`src/logic/ccd_fe_pkg.sv`:
```
// Shared constants for the CCD front-end digital link: serial word layout,
// configuration addresses, reset values and timing counts at a 200 MHz mclk.
package ccd_fe_pkg;

  localparam int         PIX_W          = 10;
  localparam int         SER_WORD_W     = 16;
  localparam int         SER_ADDR_W     = 4;
  localparam int         SER_DATA_W     = 12;
  localparam int         SER_ADDR_MSB   = 15;
  localparam int         SER_ADDR_LSB   = 12;

  localparam logic [3:0] ADDR_GAIN      = 4'h0;
  localparam logic [3:0] ADDR_DELAY     = 4'h1;
  localparam logic [3:0] ADDR_POLARITY  = 4'h2;

  // Gain code: 0 is -6 dB, full scale is 42 dB, linear in dB per step
  localparam int         GAIN_W         = 10;
  localparam logic [9:0] GAIN_RST       = 10'h000;
  localparam logic [1:0] DELAY_RST      = 2'h0;
  // Polarity bit 0 = active low; bit order ob, ref, data, dummy
  localparam logic [3:0] POL_RST        = 4'h0;
  localparam int         POL_OB         = 0;
  localparam int         POL_REF        = 1;
  localparam int         POL_DATA       = 2;
  localparam int         POL_DUMMY      = 3;

  localparam int         CLK_PERIOD_NS  = 5;
  localparam int         DLY1_NS        = 5;
  localparam int         DLY2_NS        = 10;
  localparam int         DLY3_NS        = 13;
  localparam int         DLY1_CYC       = (DLY1_NS + CLK_PERIOD_NS - 1) / CLK_PERIOD_NS;
  localparam int         DLY2_CYC       = (DLY2_NS + CLK_PERIOD_NS - 1) / CLK_PERIOD_NS;
  localparam int         DLY3_CYC       = (DLY3_NS + CLK_PERIOD_NS - 1) / CLK_PERIOD_NS;
  localparam int         PIPE_DEPTH     = DLY3_CYC + 1;

  localparam int         MCLK_MHZ       = 200;
  localparam int         CONV_MAX_MHZ   = 28;
  localparam int         PIX_MIN_CYC    = (MCLK_MHZ + CONV_MAX_MHZ - 1) / CONV_MAX_MHZ;
  localparam int         PIX_CYC        = 8;
  localparam logic [2:0] PH_REF_ON      = 3'h1;
  localparam logic [2:0] PH_REF_OFF     = 3'h3;
  localparam logic [2:0] PH_DATA_ON     = 3'h4;
  localparam logic [2:0] PH_DATA_OFF    = 3'h6;
  localparam logic [2:0] PH_CONV_LOW    = 3'h4;
  localparam logic [2:0] PH_CAPTURE     = 3'h7;
  localparam logic [2:0] PH_LAST        = 3'h7;

  localparam int         LINE_PIX       = 16;
  localparam logic [3:0] OB_FIRST       = 4'h0;
  localparam logic [3:0] OB_LAST        = 4'h1;
  localparam logic [3:0] DUMMY_PIX      = 4'h2;
  localparam logic [3:0] BLANK_FIRST    = 4'he;

  localparam logic [1:0] SCLK_RISE      = 2'h2;
  localparam logic [4:0] SER_BITS       = 5'h10;

endpackage

```
`src/logic/ccd_fe_link_if.sv`:
```
// Pin-level link between the front end and its timing generator.
// All pins are plain one-way logic levels sampled on mclk, except dev_reset_n, which resets the front end without the clock.
`timescale 1ns/100ps
interface ccd_fe_link_if;
  import ccd_fe_pkg::*;

  logic [PIX_W-1:0] pix_out;
  logic             conv_clk;
  logic             preblank_n;
  logic             ob_clamp_pulse;
  logic             ref_sample_pulse;
  logic             data_sample_pulse;
  logic             dummy_clamp_pulse;
  logic             dev_reset_n;
  logic             ser_clk;
  logic             ser_din;
  logic             ser_latch;

  modport dev (
    output pix_out,
    input  conv_clk, preblank_n, ob_clamp_pulse, ref_sample_pulse, data_sample_pulse,
    input  dummy_clamp_pulse, dev_reset_n, ser_clk, ser_din, ser_latch
  );

  modport tg (
    input  pix_out,
    output conv_clk, preblank_n, ob_clamp_pulse, ref_sample_pulse, data_sample_pulse,
    output dummy_clamp_pulse, dev_reset_n, ser_clk, ser_din, ser_latch
  );
endinterface

```
`src/logic/ccd_fe_device.sv`:
```
// Digital side of the CCD front end: serial configuration, pulse decode,
// two-entry pixel buffer and delayed, blankable 10-bit output.
// Assumes link pins are synchronous to mclk; converter result arrives on adc_code.
`timescale 1ns/100ps
module ccd_fe_device
(
  input  wire logic                           mclk,
  input  wire logic                           reset,
  ccd_fe_link_if.dev                          link,
  input  wire logic [ccd_fe_pkg::PIX_W-1:0]   adc_code,
  output logic      [ccd_fe_pkg::GAIN_W-1:0]  gain_code,
  output logic      [1:0]                     out_delay,
  output logic                                ob_clamp_en,
  output logic                                ref_sample_en,
  output logic                                data_sample_en,
  output logic                                dummy_clamp_en,
  output logic                                pix_buf_ready,
  output logic                                pix_overflow
);
  import ccd_fe_pkg::*;

  typedef struct packed {
    logic                              conv_q;
    logic                              sclk_q;
    logic                              latch_q;
    logic                              data_act_q;
    logic [SER_WORD_W-1:0]             shift;
    logic [GAIN_W-1:0]                 gain;
    logic [1:0]                        delay;
    logic [3:0]                        pol;
    logic [1:0][PIX_W-1:0]             buffer;
    logic [1:0]                        count;
    logic                              wr_ptr;
    logic                              rd_ptr;
    logic [PIPE_DEPTH-1:0][PIX_W-1:0]  pipe;
    logic [PIX_W-1:0]                  out;
    logic                              overflow;
  } dev_state_type;

  localparam dev_state_type STATE_RST = '{
    conv_q:     1'b0,
    sclk_q:     1'b0,
    latch_q:    1'b0,
    data_act_q: 1'b0,
    shift:      '0,
    gain:       GAIN_RST,
    delay:      DELAY_RST,
    pol:        POL_RST,
    buffer:     '0,
    count:      2'h0,
    wr_ptr:     1'b0,
    rd_ptr:     1'b0,
    pipe:       '0,
    out:        '0,
    overflow:   1'b0
  };

  dev_state_type state_ff;
  dev_state_type nxt_state;

  logic ob_act;
  logic ref_act;
  logic data_act;
  logic dummy_act;
  logic push;
  logic pop;
  logic [SER_ADDR_W-1:0] wr_addr;
  logic [SER_DATA_W-1:0] wr_data;

  // Pulse decode, polarity bit low means active low
  always_comb
  begin
    ob_act    = state_ff.pol[POL_OB]    ? link.ob_clamp_pulse    : ~link.ob_clamp_pulse;
    ref_act   = state_ff.pol[POL_REF]   ? link.ref_sample_pulse  : ~link.ref_sample_pulse;
    data_act  = state_ff.pol[POL_DATA]  ? link.data_sample_pulse : ~link.data_sample_pulse;
    dummy_act = state_ff.pol[POL_DUMMY] ? link.dummy_clamp_pulse : ~link.dummy_clamp_pulse;
  end

  assign ob_clamp_en    = ob_act;
  assign ref_sample_en  = ref_act;
  assign data_sample_en = data_act;
  assign dummy_clamp_en = dummy_act;

  assign wr_addr = state_ff.shift[SER_ADDR_MSB:SER_ADDR_LSB];
  assign wr_data = state_ff.shift[SER_DATA_W-1:0];

  // word taken when the data sample window closes
  assign push = state_ff.data_act_q & ~data_act;
  // one word per conversion clock rise
  assign pop  = link.conv_clk & ~state_ff.conv_q & (state_ff.count != 2'h0);

  always_comb
  begin
    nxt_state            = state_ff;
    nxt_state.conv_q     = link.conv_clk;
    nxt_state.sclk_q     = link.ser_clk;
    nxt_state.latch_q    = link.ser_latch;
    nxt_state.data_act_q = data_act;

    // shift on serial clock rise, MSB first
    if (link.ser_clk && !state_ff.sclk_q)
    begin
      nxt_state.shift = {state_ff.shift[SER_WORD_W-2:0], link.ser_din};
    end

    if (link.ser_latch && !state_ff.latch_q)
    begin
      case (wr_addr)
        // gain code, -6 dB at zero
        ADDR_GAIN:     nxt_state.gain  = wr_data[GAIN_W-1:0];
        ADDR_DELAY:    nxt_state.delay = wr_data[1:0];
        ADDR_POLARITY: nxt_state.pol   = wr_data[3:0];
        default:       nxt_state.pol   = state_ff.pol;
      endcase
    end

    // Two-entry buffer; a full buffer with no pop in the same cycle drops the new word and flags it
    if (push && (state_ff.count != 2'h2 || pop))
    begin
      nxt_state.buffer[state_ff.wr_ptr] = adc_code;
      nxt_state.wr_ptr                  = ~state_ff.wr_ptr;
    end
    if (push && state_ff.count == 2'h2 && !pop)
    begin
      nxt_state.overflow = 1'b1;
    end
    if (pop)
    begin
      nxt_state.rd_ptr = ~state_ff.rd_ptr;
    end
    case ({push && (state_ff.count != 2'h2 || pop), pop})
      2'b10:   nxt_state.count = state_ff.count + 2'h1;
      2'b01:   nxt_state.count = state_ff.count - 2'h1;
      default: nxt_state.count = state_ff.count;
    endcase

    // Stage 0 holds the current word; later stages add one mclk each
    // new word loaded on each conversion clock rise that finds the buffer not empty
    if (pop)
    begin
      nxt_state.pipe[0] = state_ff.buffer[state_ff.rd_ptr];
    end
    for (int i = 1; i < PIPE_DEPTH; i++)
    begin
      nxt_state.pipe[i] = state_ff.pipe[i-1];
    end

    // extra delay taken from a deeper stage
    case (state_ff.delay)
      2'h0:    nxt_state.out = state_ff.pipe[0];
      2'h1:    nxt_state.out = state_ff.pipe[DLY1_CYC];
      2'h2:    nxt_state.out = state_ff.pipe[DLY2_CYC];
      2'h3:    nxt_state.out = state_ff.pipe[DLY3_CYC];
      default: nxt_state.out = state_ff.pipe[0];
    endcase
    if (!link.preblank_n)
    begin
      nxt_state.out = '0;
    end
  end

  // reset pin acts without the clock
  always_ff @(posedge mclk or negedge link.dev_reset_n)
  begin
    if (!link.dev_reset_n)
    begin
      state_ff <= STATE_RST;
    end
    else if (reset)
    begin
      state_ff <= STATE_RST;
    end
    else
    begin
      state_ff <= nxt_state;
    end
  end

  // bit 0 is the LSB line, bit 9 the MSB line
  assign link.pix_out   = state_ff.out;
  assign gain_code      = state_ff.gain;
  assign out_delay      = state_ff.delay;
  assign pix_buf_ready  = (state_ff.count != 2'h2);
  assign pix_overflow   = state_ff.overflow;

endmodule

```
`src/flat_wrapper.sv`:
```
// flat-port wrapper written by rule: the top's interface ports become plain ports
module ccd_fe_device_flat import ccd_fe_pkg::*;
  (mclk, reset, adc_code, gain_code, out_delay, ob_clamp_en, ref_sample_en, data_sample_en, dummy_clamp_en, pix_buf_ready, pix_overflow, link_pix_out, link_conv_clk, link_preblank_n, link_ob_clamp_pulse, link_ref_sample_pulse, link_data_sample_pulse, link_dummy_clamp_pulse, link_dev_reset_n, link_ser_clk, link_ser_din, link_ser_latch);
  ccd_fe_link_if link_i ();
  input  wire logic mclk;
  input  wire logic reset;
  input  wire logic [ccd_fe_pkg::PIX_W-1:0] adc_code;
  output logic      [ccd_fe_pkg::GAIN_W-1:0] gain_code;
  output logic      [1:0] out_delay;
  output logic ob_clamp_en;
  output logic ref_sample_en;
  output logic data_sample_en;
  output logic dummy_clamp_en;
  output logic pix_buf_ready;
  output logic pix_overflow;
  output wire logic [$bits(link_i.pix_out)-1:0] link_pix_out;
  input wire logic [$bits(link_i.conv_clk)-1:0] link_conv_clk;
  input wire logic [$bits(link_i.preblank_n)-1:0] link_preblank_n;
  input wire logic [$bits(link_i.ob_clamp_pulse)-1:0] link_ob_clamp_pulse;
  input wire logic [$bits(link_i.ref_sample_pulse)-1:0] link_ref_sample_pulse;
  input wire logic [$bits(link_i.data_sample_pulse)-1:0] link_data_sample_pulse;
  input wire logic [$bits(link_i.dummy_clamp_pulse)-1:0] link_dummy_clamp_pulse;
  input wire logic [$bits(link_i.dev_reset_n)-1:0] link_dev_reset_n;
  input wire logic [$bits(link_i.ser_clk)-1:0] link_ser_clk;
  input wire logic [$bits(link_i.ser_din)-1:0] link_ser_din;
  input wire logic [$bits(link_i.ser_latch)-1:0] link_ser_latch;
  assign link_pix_out = link_i.pix_out;
  assign link_i.conv_clk = link_conv_clk;
  assign link_i.preblank_n = link_preblank_n;
  assign link_i.ob_clamp_pulse = link_ob_clamp_pulse;
  assign link_i.ref_sample_pulse = link_ref_sample_pulse;
  assign link_i.data_sample_pulse = link_data_sample_pulse;
  assign link_i.dummy_clamp_pulse = link_dummy_clamp_pulse;
  assign link_i.dev_reset_n = link_dev_reset_n;
  assign link_i.ser_clk = link_ser_clk;
  assign link_i.ser_din = link_ser_din;
  assign link_i.ser_latch = link_ser_latch;
  ccd_fe_device u_core (.mclk(mclk), .reset(reset), .link(link_i), .adc_code(adc_code), .gain_code(gain_code), .out_delay(out_delay), .ob_clamp_en(ob_clamp_en), .ref_sample_en(ref_sample_en), .data_sample_en(data_sample_en), .dummy_clamp_en(dummy_clamp_en), .pix_buf_ready(pix_buf_ready), .pix_overflow(pix_overflow));
endmodule
```
`config.mk`:
```
export PLATFORM = sky130hd
export DESIGN_NAME = ccd_fe_device_flat
export DESIGN_NICKNAME = d
export VERILOG_FILES = /design/src/logic/ccd_fe_pkg.sv /design/src/logic/ccd_fe_link_if.sv /design/src/logic/ccd_fe_device.sv /design/src/flat_wrapper.sv
export SDC_FILE = /design/constraint.sdc
export NUM_CORES = 1
export LEC_CHECK = 0
export ABC_AREA = 1
export ABC_CLOCK_PERIOD_IN_PS = 2400
export BUFFER_PORTS_ARGS = -buffer_cell sky130_fd_sc_hd__buf_2
export CORE_ASPECT_RATIO = 0.75
export CORE_UTILIZATION = 60
export DETAILED_ROUTE_END_ITERATION = 8
export GPL_ROUTABILITY_DRIVEN = 1
export GPL_TIMING_DRIVEN = 0
export PLACE_DENSITY = 0.88
export RECOVER_POWER = 25
export SYNTH_ARGS = -nofsm -noshare
export SYNTH_HDL_FRONTEND = slang
export SYNTH_SLANG_ARGS = --single-unit
```
`constraint.sdc`:
```
create_clock -name mclk -period 2.4 [get_ports mclk]
set_input_delay 0.24 -clock mclk [delete_from_list [all_inputs] [get_ports mclk]]
set_output_delay 0.24 -clock mclk [all_outputs]
set_load 0.05 [all_outputs]
```
Yosys cells after proc, flatten, opt, wreduce, memory -nomap -nowiden. Cells that the tools add are included.

Magnitude comparators: 3. Reduce and logical (&&, ||, !) cells: 25. Eq/ne operators: 9. Add/sub/neg operators: 2. Bitwise operators: 11. Mux-type cells: 23.

Operator list (count): $mux W111 (1); $mux W10 (6); $pmux W10 S4 (1); $mux W16 (2); $bwmux W20 (1); $mux W20 (1); $reduce_bool A2 Y1 (9); $demux W10 S1 (1); $eq A2 B2 Y1 const B (4); $not A1 Y1 (8); $mux W1 (7); $logic_and A1 B1 Y1 (6); $reduce_and A2 Y1 (3); $eq A2 B1 Y1 const B (2); $eq A4 B1 Y1 const B (1); $eq A4 B2 Y1 const B (1); $logic_not A4 Y1 (1); $lt A1 B2 Y1 const B (2); $mux W4 (1); $pmux W2 S2 (1); $and A1 B1 Y1 (3); $logic_not A1 Y1 (3); $reduce_bool A3 Y1 (1); $add A2 B1 Y2 const B (1); 6 further kinds (6).

Logic and storage cells: 92. Output and inout bits: 28. Bits of input ports: 22. Bits in registers: 111.

Depth between registers and ports, before layout. Gate-level depths: netlist of run 1.

Depth in word-level cells: 8. Gate-level depth with buffers: 8. Mapped depth without buffers: 8.

Least setup slack after synthesis of run 1. OpenSTA, ideal clock, no wires.

Path kind: reg2out. Start point: register u_core.state_ff[78] (netlist bit). End point: output dummy_clamp_en. Stages on the path, launching flop included: 2. Arrival: 1210 ps. Path slack: 950 ps. Buffers on the path: 0. Cells stage by stage: dfrtp_1 -> xnor2_1.

Longest elaborated chain between the ends: 1.

Ends and longest elaborated chain: from (decl) (line ccd_fe_device.sv:58) `dev_state_type state_ff;`; from (signal assigned) (line ccd_fe_device.sv:175) `state_ff <= nxt_state;`; $mux W1 (line ccd_fe_device.sv:76) `dummy_act = state_ff.pol[POL_DUMMY] ? link.dummy_clamp_pulse : ~link.dummy_clamp_pulse;`; to (decl) (line flat_wrapper.sv:13) `output logic dummy_clamp_en;`.

No other way between the ends.

Worst setup path in the final report of run 1.
Start point: input reset. End point: register u_core.state_ff[46] (netlist bit).

Longest elaborated chain between the ends: 1.

Ends and longest elaborated chain: from (decl) (line flat_wrapper.sv:6) `input wire logic reset;`; $mux W111 (line ccd_fe_device.sv:169) `else if (reset)`.

No other way between the ends. A chain may end at the register's enable or synchronous reset.

==> summary by stage, run 1 <==
Critical path
The worst endpoint required time is 2640 ps. The worst setup path is captured at a flip-flop. Along the worst path, the maximum fanout reaches 10. Counting cells, the worst reg-to-reg path comes to 5. The setup path with the least slack is of type input port to flip-flop. The arrival time at the worst endpoint is 2070 ps. The startpoint type of the worst setup path is an input port.

Route
After detailed routing, the total wire length is 9640 um. The wire length per cell is 13.4 um. For this run, design rule violations remaining after detail routing come to 0. The via count is 3695. The total iterations of the first detailed-routing run is 5. The number of DRC violations after detailed-routing iteration 0 is 170.

The residual antenna-violating net count after detailed routing is 0. Using the TritonRoute via totals, the vias-per-cell ratio works out to 5.12.

CTS
The number of setup buffers added after CTS is 0. The clock insertion delay at the later pin of the skew report is 370 ps. The post-cts repair resize count is 0. The count of hold buffers inserted by post-cts repair is 1. The clock tree buffer depth is 2. The maximum level of the CTS H-tree is 3.

The clock tree from TritonCTS is built. In this run, CTS created clock tree buffers numbering 9. Clock-pin slew was measured on the worst setup and hold paths at 100 ps. Counting every sink on the clock net gives 111. The tree is rooted in a clkbuf_8.

Synthesis
The number of enable flip-flop cells after synthesis is 0. The mean instance size in the synthesized netlist is 8.94 sq um. The synthesized instance count is 550. The post-synthesis instance area is 4920 sq um. The number of synthesis warnings is 0. The most frequently used flop master after synthesis is dfrtp_1. The multiplexer area fraction after synthesis is 0.229%. After Yosys synthesis, and, or, nand and nor cells account for 22.5% of the synthesized area.

Summing the sequential cell areas from Yosys gives 56.5% of the chip area. The net count after synthesis is 572. The share of synthesized cell area in full adder, half adder and majority cells is 0%. Of the total synthesized cell area, the portion taken by XOR and XNOR cells is 0.534%. The count of cell types in the netlist is 30. The share of the synthesized area in compound gates (AO/OA/AOI/OAI) is 9.13%. In the synthesized netlist the async set-or-reset flop fraction comes to 100%.

The combinational family with the most area after synthesis is simple AND/OR/NAND/NOR gates. The number of storage elements in the synthesis netlist is 111.

Final layout
Relative to the synthesized area, the layout overhead comes to 12.4%. The antenna diode count is 0. After the flow finishes, the layout carries non-filler instances totaling 722. For this run, the share of the core covered by cells in the final layout is 69.8%. Of the cells placed in the final design, the portion with a size suffix greater than 1 is 20.9%.

At the end of the flow, the number of nets in the layout was 634.

Pwr
VDD sags by at most 0.382 mV. The cell area power density is 678 nW/um^2. For this design the static power due to leakage is 2.88 nW.

STA
Headroom to the max-slew limit came out at 19.5%. The number of max-slew violations in the final report is 0. The time the worst path needs with I/O delays and setup is 1830 ps. Timing would allow up to 547 MHz. The pin slew with the least headroom to its limit is 1210 ps. The final clock skew is 8.51 ps.

The total count of hold-check failures in the final report is 0. Setup total negative slack on the finished layout was measured at 0 ps. Setup repair after global routing left no endpoint under its margin. The number of endpoints failing setup at the final stage is 0.

The worst setup margin is 572 ps. In the finished design, the share of the clock period the worst path needs comes to 76.2%.

Placement
Buffers placed on the I/O ports in this run total 49. The HPWL after detailed placement is 6850 um. The number of instances in the placed design is 705. The pre-CTS setup slack is 1040 ps. The final weighted congestion in routability-driven placement is 0.806.

Run status
The flow ran to the end, and the final reports show no timing, DRC or antenna violations.

Floorplan
50 I/O pins were placed. The placeable core area is 7920 sq um. The starting density of the core is 62.1%.

The die outline height is 80.4 um. The floorplan step defined a die boundary enclosing 8570 sq um. The die boundary width is 107 um.

The floorplan has 28 rows.

Global route
The number of global-route vias before repair was 3507. The total global routing overflow is 0. The first global-routing pass estimated 16400 um of wire. Global routing consumed, over all layers together, 25.0% of the routing resources. The maximum number of pins on one net before global-route repair is 64. The number of antenna violations at the first check in global routing is 0.

Job
The tool flagged a number of max-cap violations equal to 0.

Worst hold path
The worst hold path belongs to the class input port to flip-flop. The worst hold path passes through 3 cells.
-- stage by stage --
step	power (mW)	area, sq um	hold slack (ps)
2_1_floorplan	2.43	4920	-55.6
3_3_place_gp	2.56	5290	456
3_5_place_dp	2.59	5320	293
4_1_cts	3.78	5560	64.2
5_1_grt	3.91	5530	87.2
6_report	3.75	5530	74.7
-- cell usage in the layout (no fill, tap or decap) --
cell and n:
buf_16 1, o21ai_2 10, inv_4 2, clkinvlp_4 1
nand3_4 1, clkinv_1 1, nand2_2 1, buf_6 1
nor2_4 3, a31oi_1 1, buf_1 1, nand3_2 4
bufinv_16 2, buf_4 22, inv_2 2, dfrtp_1 111
dlygate4sd3_1 1, nand2_4 3, nor2_1 64, buf_2 55
mux2_2 1, nand2_8 1, clkbuf_1 9, clkbuf_2 1
clkbuf_8 10, o211ai_1 6, nor2_2 4, nand4_1 3
inv_1 58, xnor2_1 3, inv_6 1, a21oi_1 29
clkinv_4 2, o21ai_0 33, nand2_1 134, nand3_1 34
buf_12 1
-- logic make-up after synthesis --
kind of cell	Yosys count
simple gates	252
buf+inv	104
flops	111
xor+xnor	3
compound gates	79
mux	1
-- report_power, final --
group          switching [mW]  total [mW]  internal [mW]
logic                   0.394       0.564          0.170
registers              0.0468        1.99           1.94
clock network           0.600        1.20          0.595
total                    1.04        3.75           2.71
-- sequential cells by signal (all words and copies together), names as in the netlist --
name and flops:
u_core.out_delay 2, u_core.state_ff 58, u_core.link.pix_out 10, u_core.gain_code 10, u_core.pix_overflow 1, u_core.nxt_state 30
-- critical path, stage by stage --
cell and delay (ps):
clkbuf_1 190, clkbuf_1 530, clkbuf_1 480, clkbuf_1 500, nor2_1 120
-- Yosys cell counts (2+ instances only) --
cell type	n	share of area, %
a21oi_1	29	3.0
buf_2	8	0.81
buf_4	28	4.3
dfrtp_1	111	56
inv_1	58	4.4
inv_2	2	0.15
inv_4	2	0.25
nand2_1	134	10
nand2_4	3	0.69
nand3_1	34	3.5
nand3_2	4	0.81
nand4_1	3	0.38
nor2_1	64	4.9
nor2_2	4	0.51
nor2_4	3	0.69
o211ai_1	6	0.92
o21ai_0	33	3.4
o21ai_2	10	1.8
xnor2_1	3	0.53
-- routing by layer --
layer  vias to the layer above  wire, um  share of wire [%]  global-route usage (%)
met5                         -         0                  0                       0
met4                         0       156                1.6                    7.81
met3                        19       627                6.5                    5.60
met2                       147      4470                 46                    39.2
met1                      1706      4390                 45                    35.0
li1                       1823         -                  -                       -
-- final timing paths --
path	startpoint	end	slack (ps)
max reg2reg	u_core.out_delay[1]	u_core.link.pix_out[8]	1000
min reg2reg	u_core.nxt_state[37]	u_core.nxt_state[47]	480
min	link_conv_clk	u_core.state_ff[110]	70
max in group asynchronous	link_dev_reset_n	u_core.link.pix_out[8]	870
max	reset	u_core.state_ff[46]	570
min in group asynchronous	link_dev_reset_n	u_core.state_ff[54]	650
-- area by class of cell --
type | instances | area [sq um]
clock buffers | 10 | 128
fillers | 643 | 2390
clock inverters | 6 | 93.8
well taps | 105 | 131
repair buffers | 51 | 282
plain buffers | 41 | 280
inverters | 63 | 241
multi-input cells | 335 | 1600
flip-flops and latches | 111 | 2780
Note: power is estimated with default switching activity, not from simulation.
==> inputs of run 2 (changes only) <==
Settings changed: ABC_AREA 1 to 0, ABC_CLOCK_PERIOD_IN_PS 2400 to 1900, CORE_UTILIZATION 60 to 58, PLACE_DENSITY 0.88 to 0.86.
Clock period 2.4 ns to 1.9 ns, I/O delays scaled along.
==> run 2 against run 1 <==
- design area down 2.7%
- critical endpoint is now data_sample_en
- via count down 19%
- area after synthesis down 3.1%
- first-iteration DRC count up 1.8%
==> summary by stage, run 2 <==
Run status
The flow ran to the end, and the final reports show no timing, DRC or antenna violations.

Global route
The layer with the highest usage after global routing is met2. The first global-routing pass estimated 14700 um of wire. The number of antenna violations at the first check in global routing was 0.

Global routing used 5.84% of the available met3 tracks. For this run, global-route usage on met2 was measured as 37.5%. The number of global-route vias before repair was 2948. The met1 track utilization from global routing is 31.8%. The maximum number of pins on one net before global-route repair is 78. The combined global-route utilization of all metal layers is 23.1%. For this run the aggregate overflow at the end of global routing stands at 0.

CTS
The tree is rooted in a clkbuf_8. Post-CTS timing repair inserted 0 buffers for setup. The clock transition at the registers of the reported paths is 100 ps. TritonCTS built the clock tree.

The post-cts repair resize count is 0. Buffers inserted to repair hold after CTS numbered 1. The clock passes through at most 2 buffers. The clock sink count is 111. TritonCTS created 9 clock buffers. The clock reaches the later pin of the worst-skew pair after 370 ps. The H-tree was split into 3 levels.

Critical path
Walking the worst path, the cells encountered are xor2_2, inv_1, buf_2. The arrival time at the worst endpoint is 1430 ps. The worst-path cell with the longest stage delay is dfrtp_1.

The startpoint type of the worst setup path is a flip-flop. The critical register-to-register path endpoint is u_core.gain_code[9]. The worst register-to-register path begins at u_core.state_ff[105].

The type of element capturing the critical path is an output pin. The worst endpoint required time is 1710 ps. The worst register-to-register path has a depth of 5. In this run the worst path has a maximum fanout of 6. The largest single stage delay on the critical path is 430 ps. The setup slack on the worst flop-to-flop path is 290 ps. The worst setup path is of the flip-flop to output pin kind.

Synthesis
After synthesis, the share of cell area in mux cells is 14.8%. In this run, synthesis inferred 0 flip-flops with an integrated enable. The mean instance size in the synthesized netlist is 12.0 sq um. The fraction of the mapped netlist area in simple logic gates is 15.0%. In the synthesized netlist the async set-or-reset flop fraction comes to 100%. Synthesis handed over a netlist of 398 instances. The net count after synthesis is 420. The most instantiated library cell after synthesis is dfrtp_1. The cell accounting for the most synthesized area is dfrtp_1.

The commonest cells after synthesis are dfrtp_1, nor2_1, mux2i_1, nor2b_1, nand2_1. Summing the areas of all fa, ha and maj instances in the mapped netlist gives 0% of the synthesized area. Ranked by total cell area, the synthesized netlist is headed by dfrtp_1, mux2i_1, nor2b_1. Among all flip-flop cells after synthesis, the most frequent one is dfrtp_1. The count of cell types in the netlist is 30. The post-synthesis instance area is 4760 sq um. The synthesized netlist devotes 4.73% of its cell area to compound gates. The Yosys step of the flow raised 0 warnings. The area share of xor/xnor cells in the synthesized design is 1.08%. The area fraction of the dominant cell type after synthesis is 58.3%. Sequential cells were found to cover 58.3% of the synthesized design area. In this run, synthesis produced a sequential element count of 111. After synthesis, the largest family of logic cells by area is simple AND/OR/NAND/NOR gates.

STA
The total count of hold-check failures in the final report is 0. The pin slew with the least headroom to its limit is 878 ps. The achievable frequency is 616 MHz. Counting I/O delays and the setup requirement, the final critical path takes 1620 ps. On the final layout, the worst hold slack is 45.5 ps. The max-slew headroom at the worst pin is 41.5%. On the final layout, the worst clock skew is 10.8 ps. The number of endpoints failing setup at the final stage is 0. The number of max-slew violations in the final report is 0. Setup repair after global routing left no endpoint under its margin.

After layout, the worst path uses 85.4% of the clock period.

Worst hold path
The worst hold path class is input port to flip-flop. The end point of the most critical hold path is u_core.state_ff[91]. The startpoint identified for the worst hold timing path is link_ser_din.

The worst hold path was traced through 3 stages.

Floorplan
The die boundary width is 107 um. The total area inside the core boundary comes to 7920 sq um. The count of boundary I/O pins is 50. The overall die area is 8580 sq um.

The initialized floorplan defines 28 standard-cell rows. The starting density of the core is 60.2%. The die outline height is 80.5 um.

Route
After detailed routing, the number of remaining DRC violations is 0. In the routed layout, each cell is associated on average with a via count of 5.23. The detail route stage leaves a number of antenna-violating nets equal to 0. The via count is 2983. The number of DRC violations after detailed-routing iteration 0 is 173. Wires add up to 8780 um. Before antenna repair, the detailed router went through 5 iterations. Dividing the detail-routed wire length by the instance count gives 15.4 um.

Final layout
The leading cell type in the layout, fill and taps excluded is dfrtp_1. The register with the most flip-flops in the layout has 58 of them. The finished cells cover 5380 sq um.

0 antenna diodes ended up in the layout. The share of cells above drive strength 1 is 24.7%. The top cell types in the final layout, fill and taps aside, are dfrtp_1, nor2_1, buf_2. The post-route non-filler standard cell count is 570. For this run, the post-layout net count is 482. The area added between synthesis and finish is 12.9%. More flip-flops sit in one register than any other, and that register is u_core.state_ff.

Pwr
The cell area power density is 781 nW/um^2. VDD sags by at most 0.390 mV. Power comes to 4.20 mW. The leakage power total is 2.71 nW.

Job
The number of max-capacitance violations reported is 0.

Placement
The number of instances in the placed design is 553. The congestion estimate from routability-driven global placement came to 0.771. After legalization and detailed placement, the total HPWL measured 6100 um.

In this run the cell area measured after placement is 5170 sq um. Input and output buffers added on the ports amount to 49.
==> run 2: cell types whose count changed in the layout (fill, tap and decap cells not counted), sizes merged, moves of 39 or more <==
cell,before,now
nand3,39,0
nor2b,0,45
inv,63,7
o21ai,43,1
nand2,139,33
mux2i,0,47
==> run 2: stage by stage <==
stage	setup WS (ps)	TNS [ps]	utilization [%]
floorplan	154	0	-
global placement	-509	-55830	64.9
detailed placement	309	0	65.3
CTS	258	0	68.0
global route	163	0	67.9
finish	277	0	67.9
==> run 2: final cells by class <==
type                            count  area [sq um]
Clock inverter                      7          78.8
Inverter                            3          11.3
Buffer                             45           278
Clock buffer                        9           124
Tap cell                          105           131
Timing Repair Buffer               51           282
Multi-Input combinational cell    239          1700
Sequential cell                   111          2780
Fill cell                         597          2540
==> run 2: worst max path at each step <==
stage                                    start                   to  slack (ps)  cells after the start
after detailed placement  u_core.state_ff[105]  u_core.gain_code[9]         310                      5
after CTS                  u_core.state_ff[77]       data_sample_en         260                      3
after global placement        link_dev_reset_n  u_core.state_ff[59]        -510                      1
final                      u_core.state_ff[77]       data_sample_en         280                      3
after floorplan            u_core.state_ff[53]  u_core.state_ff[55]         150                      5
after global routing       u_core.state_ff[77]       data_sample_en         160                      3
==> run 2: where the power goes <==
group	switching [mW]	internal (mW)	total, mW
sequential	0.0321	2.40	2.44
combinational	0.219	0.124	0.343
clock	0.794	0.629	1.42
==> run 2: cell families after synthesis <==
group / count (synthesis)
AOI/OAI and AO/OA: 34
buffers and inverters: 48
xor gates and xnor gates: 5
and+or+nand+nor: 142
muxes: 58
DFF: 111
==> run 2: per-layer routing <==
metal / wire, um / up-vias / share of wire [%]
li1: - / 1422 / -
met1: 4090 / 1479 / 47
met2: 4250 / 75 / 48
met3: 361 / 7 / 4.1
met4: 78 / 0 / 0.89
met5: 0 / - / 0
==> run 2: critical path: cells and delay by family (launching register included) <==
family	cells	cell delay, ps
buffers and inverters	2	290
xor gates and xnor gates	1	360
DFF	1	430
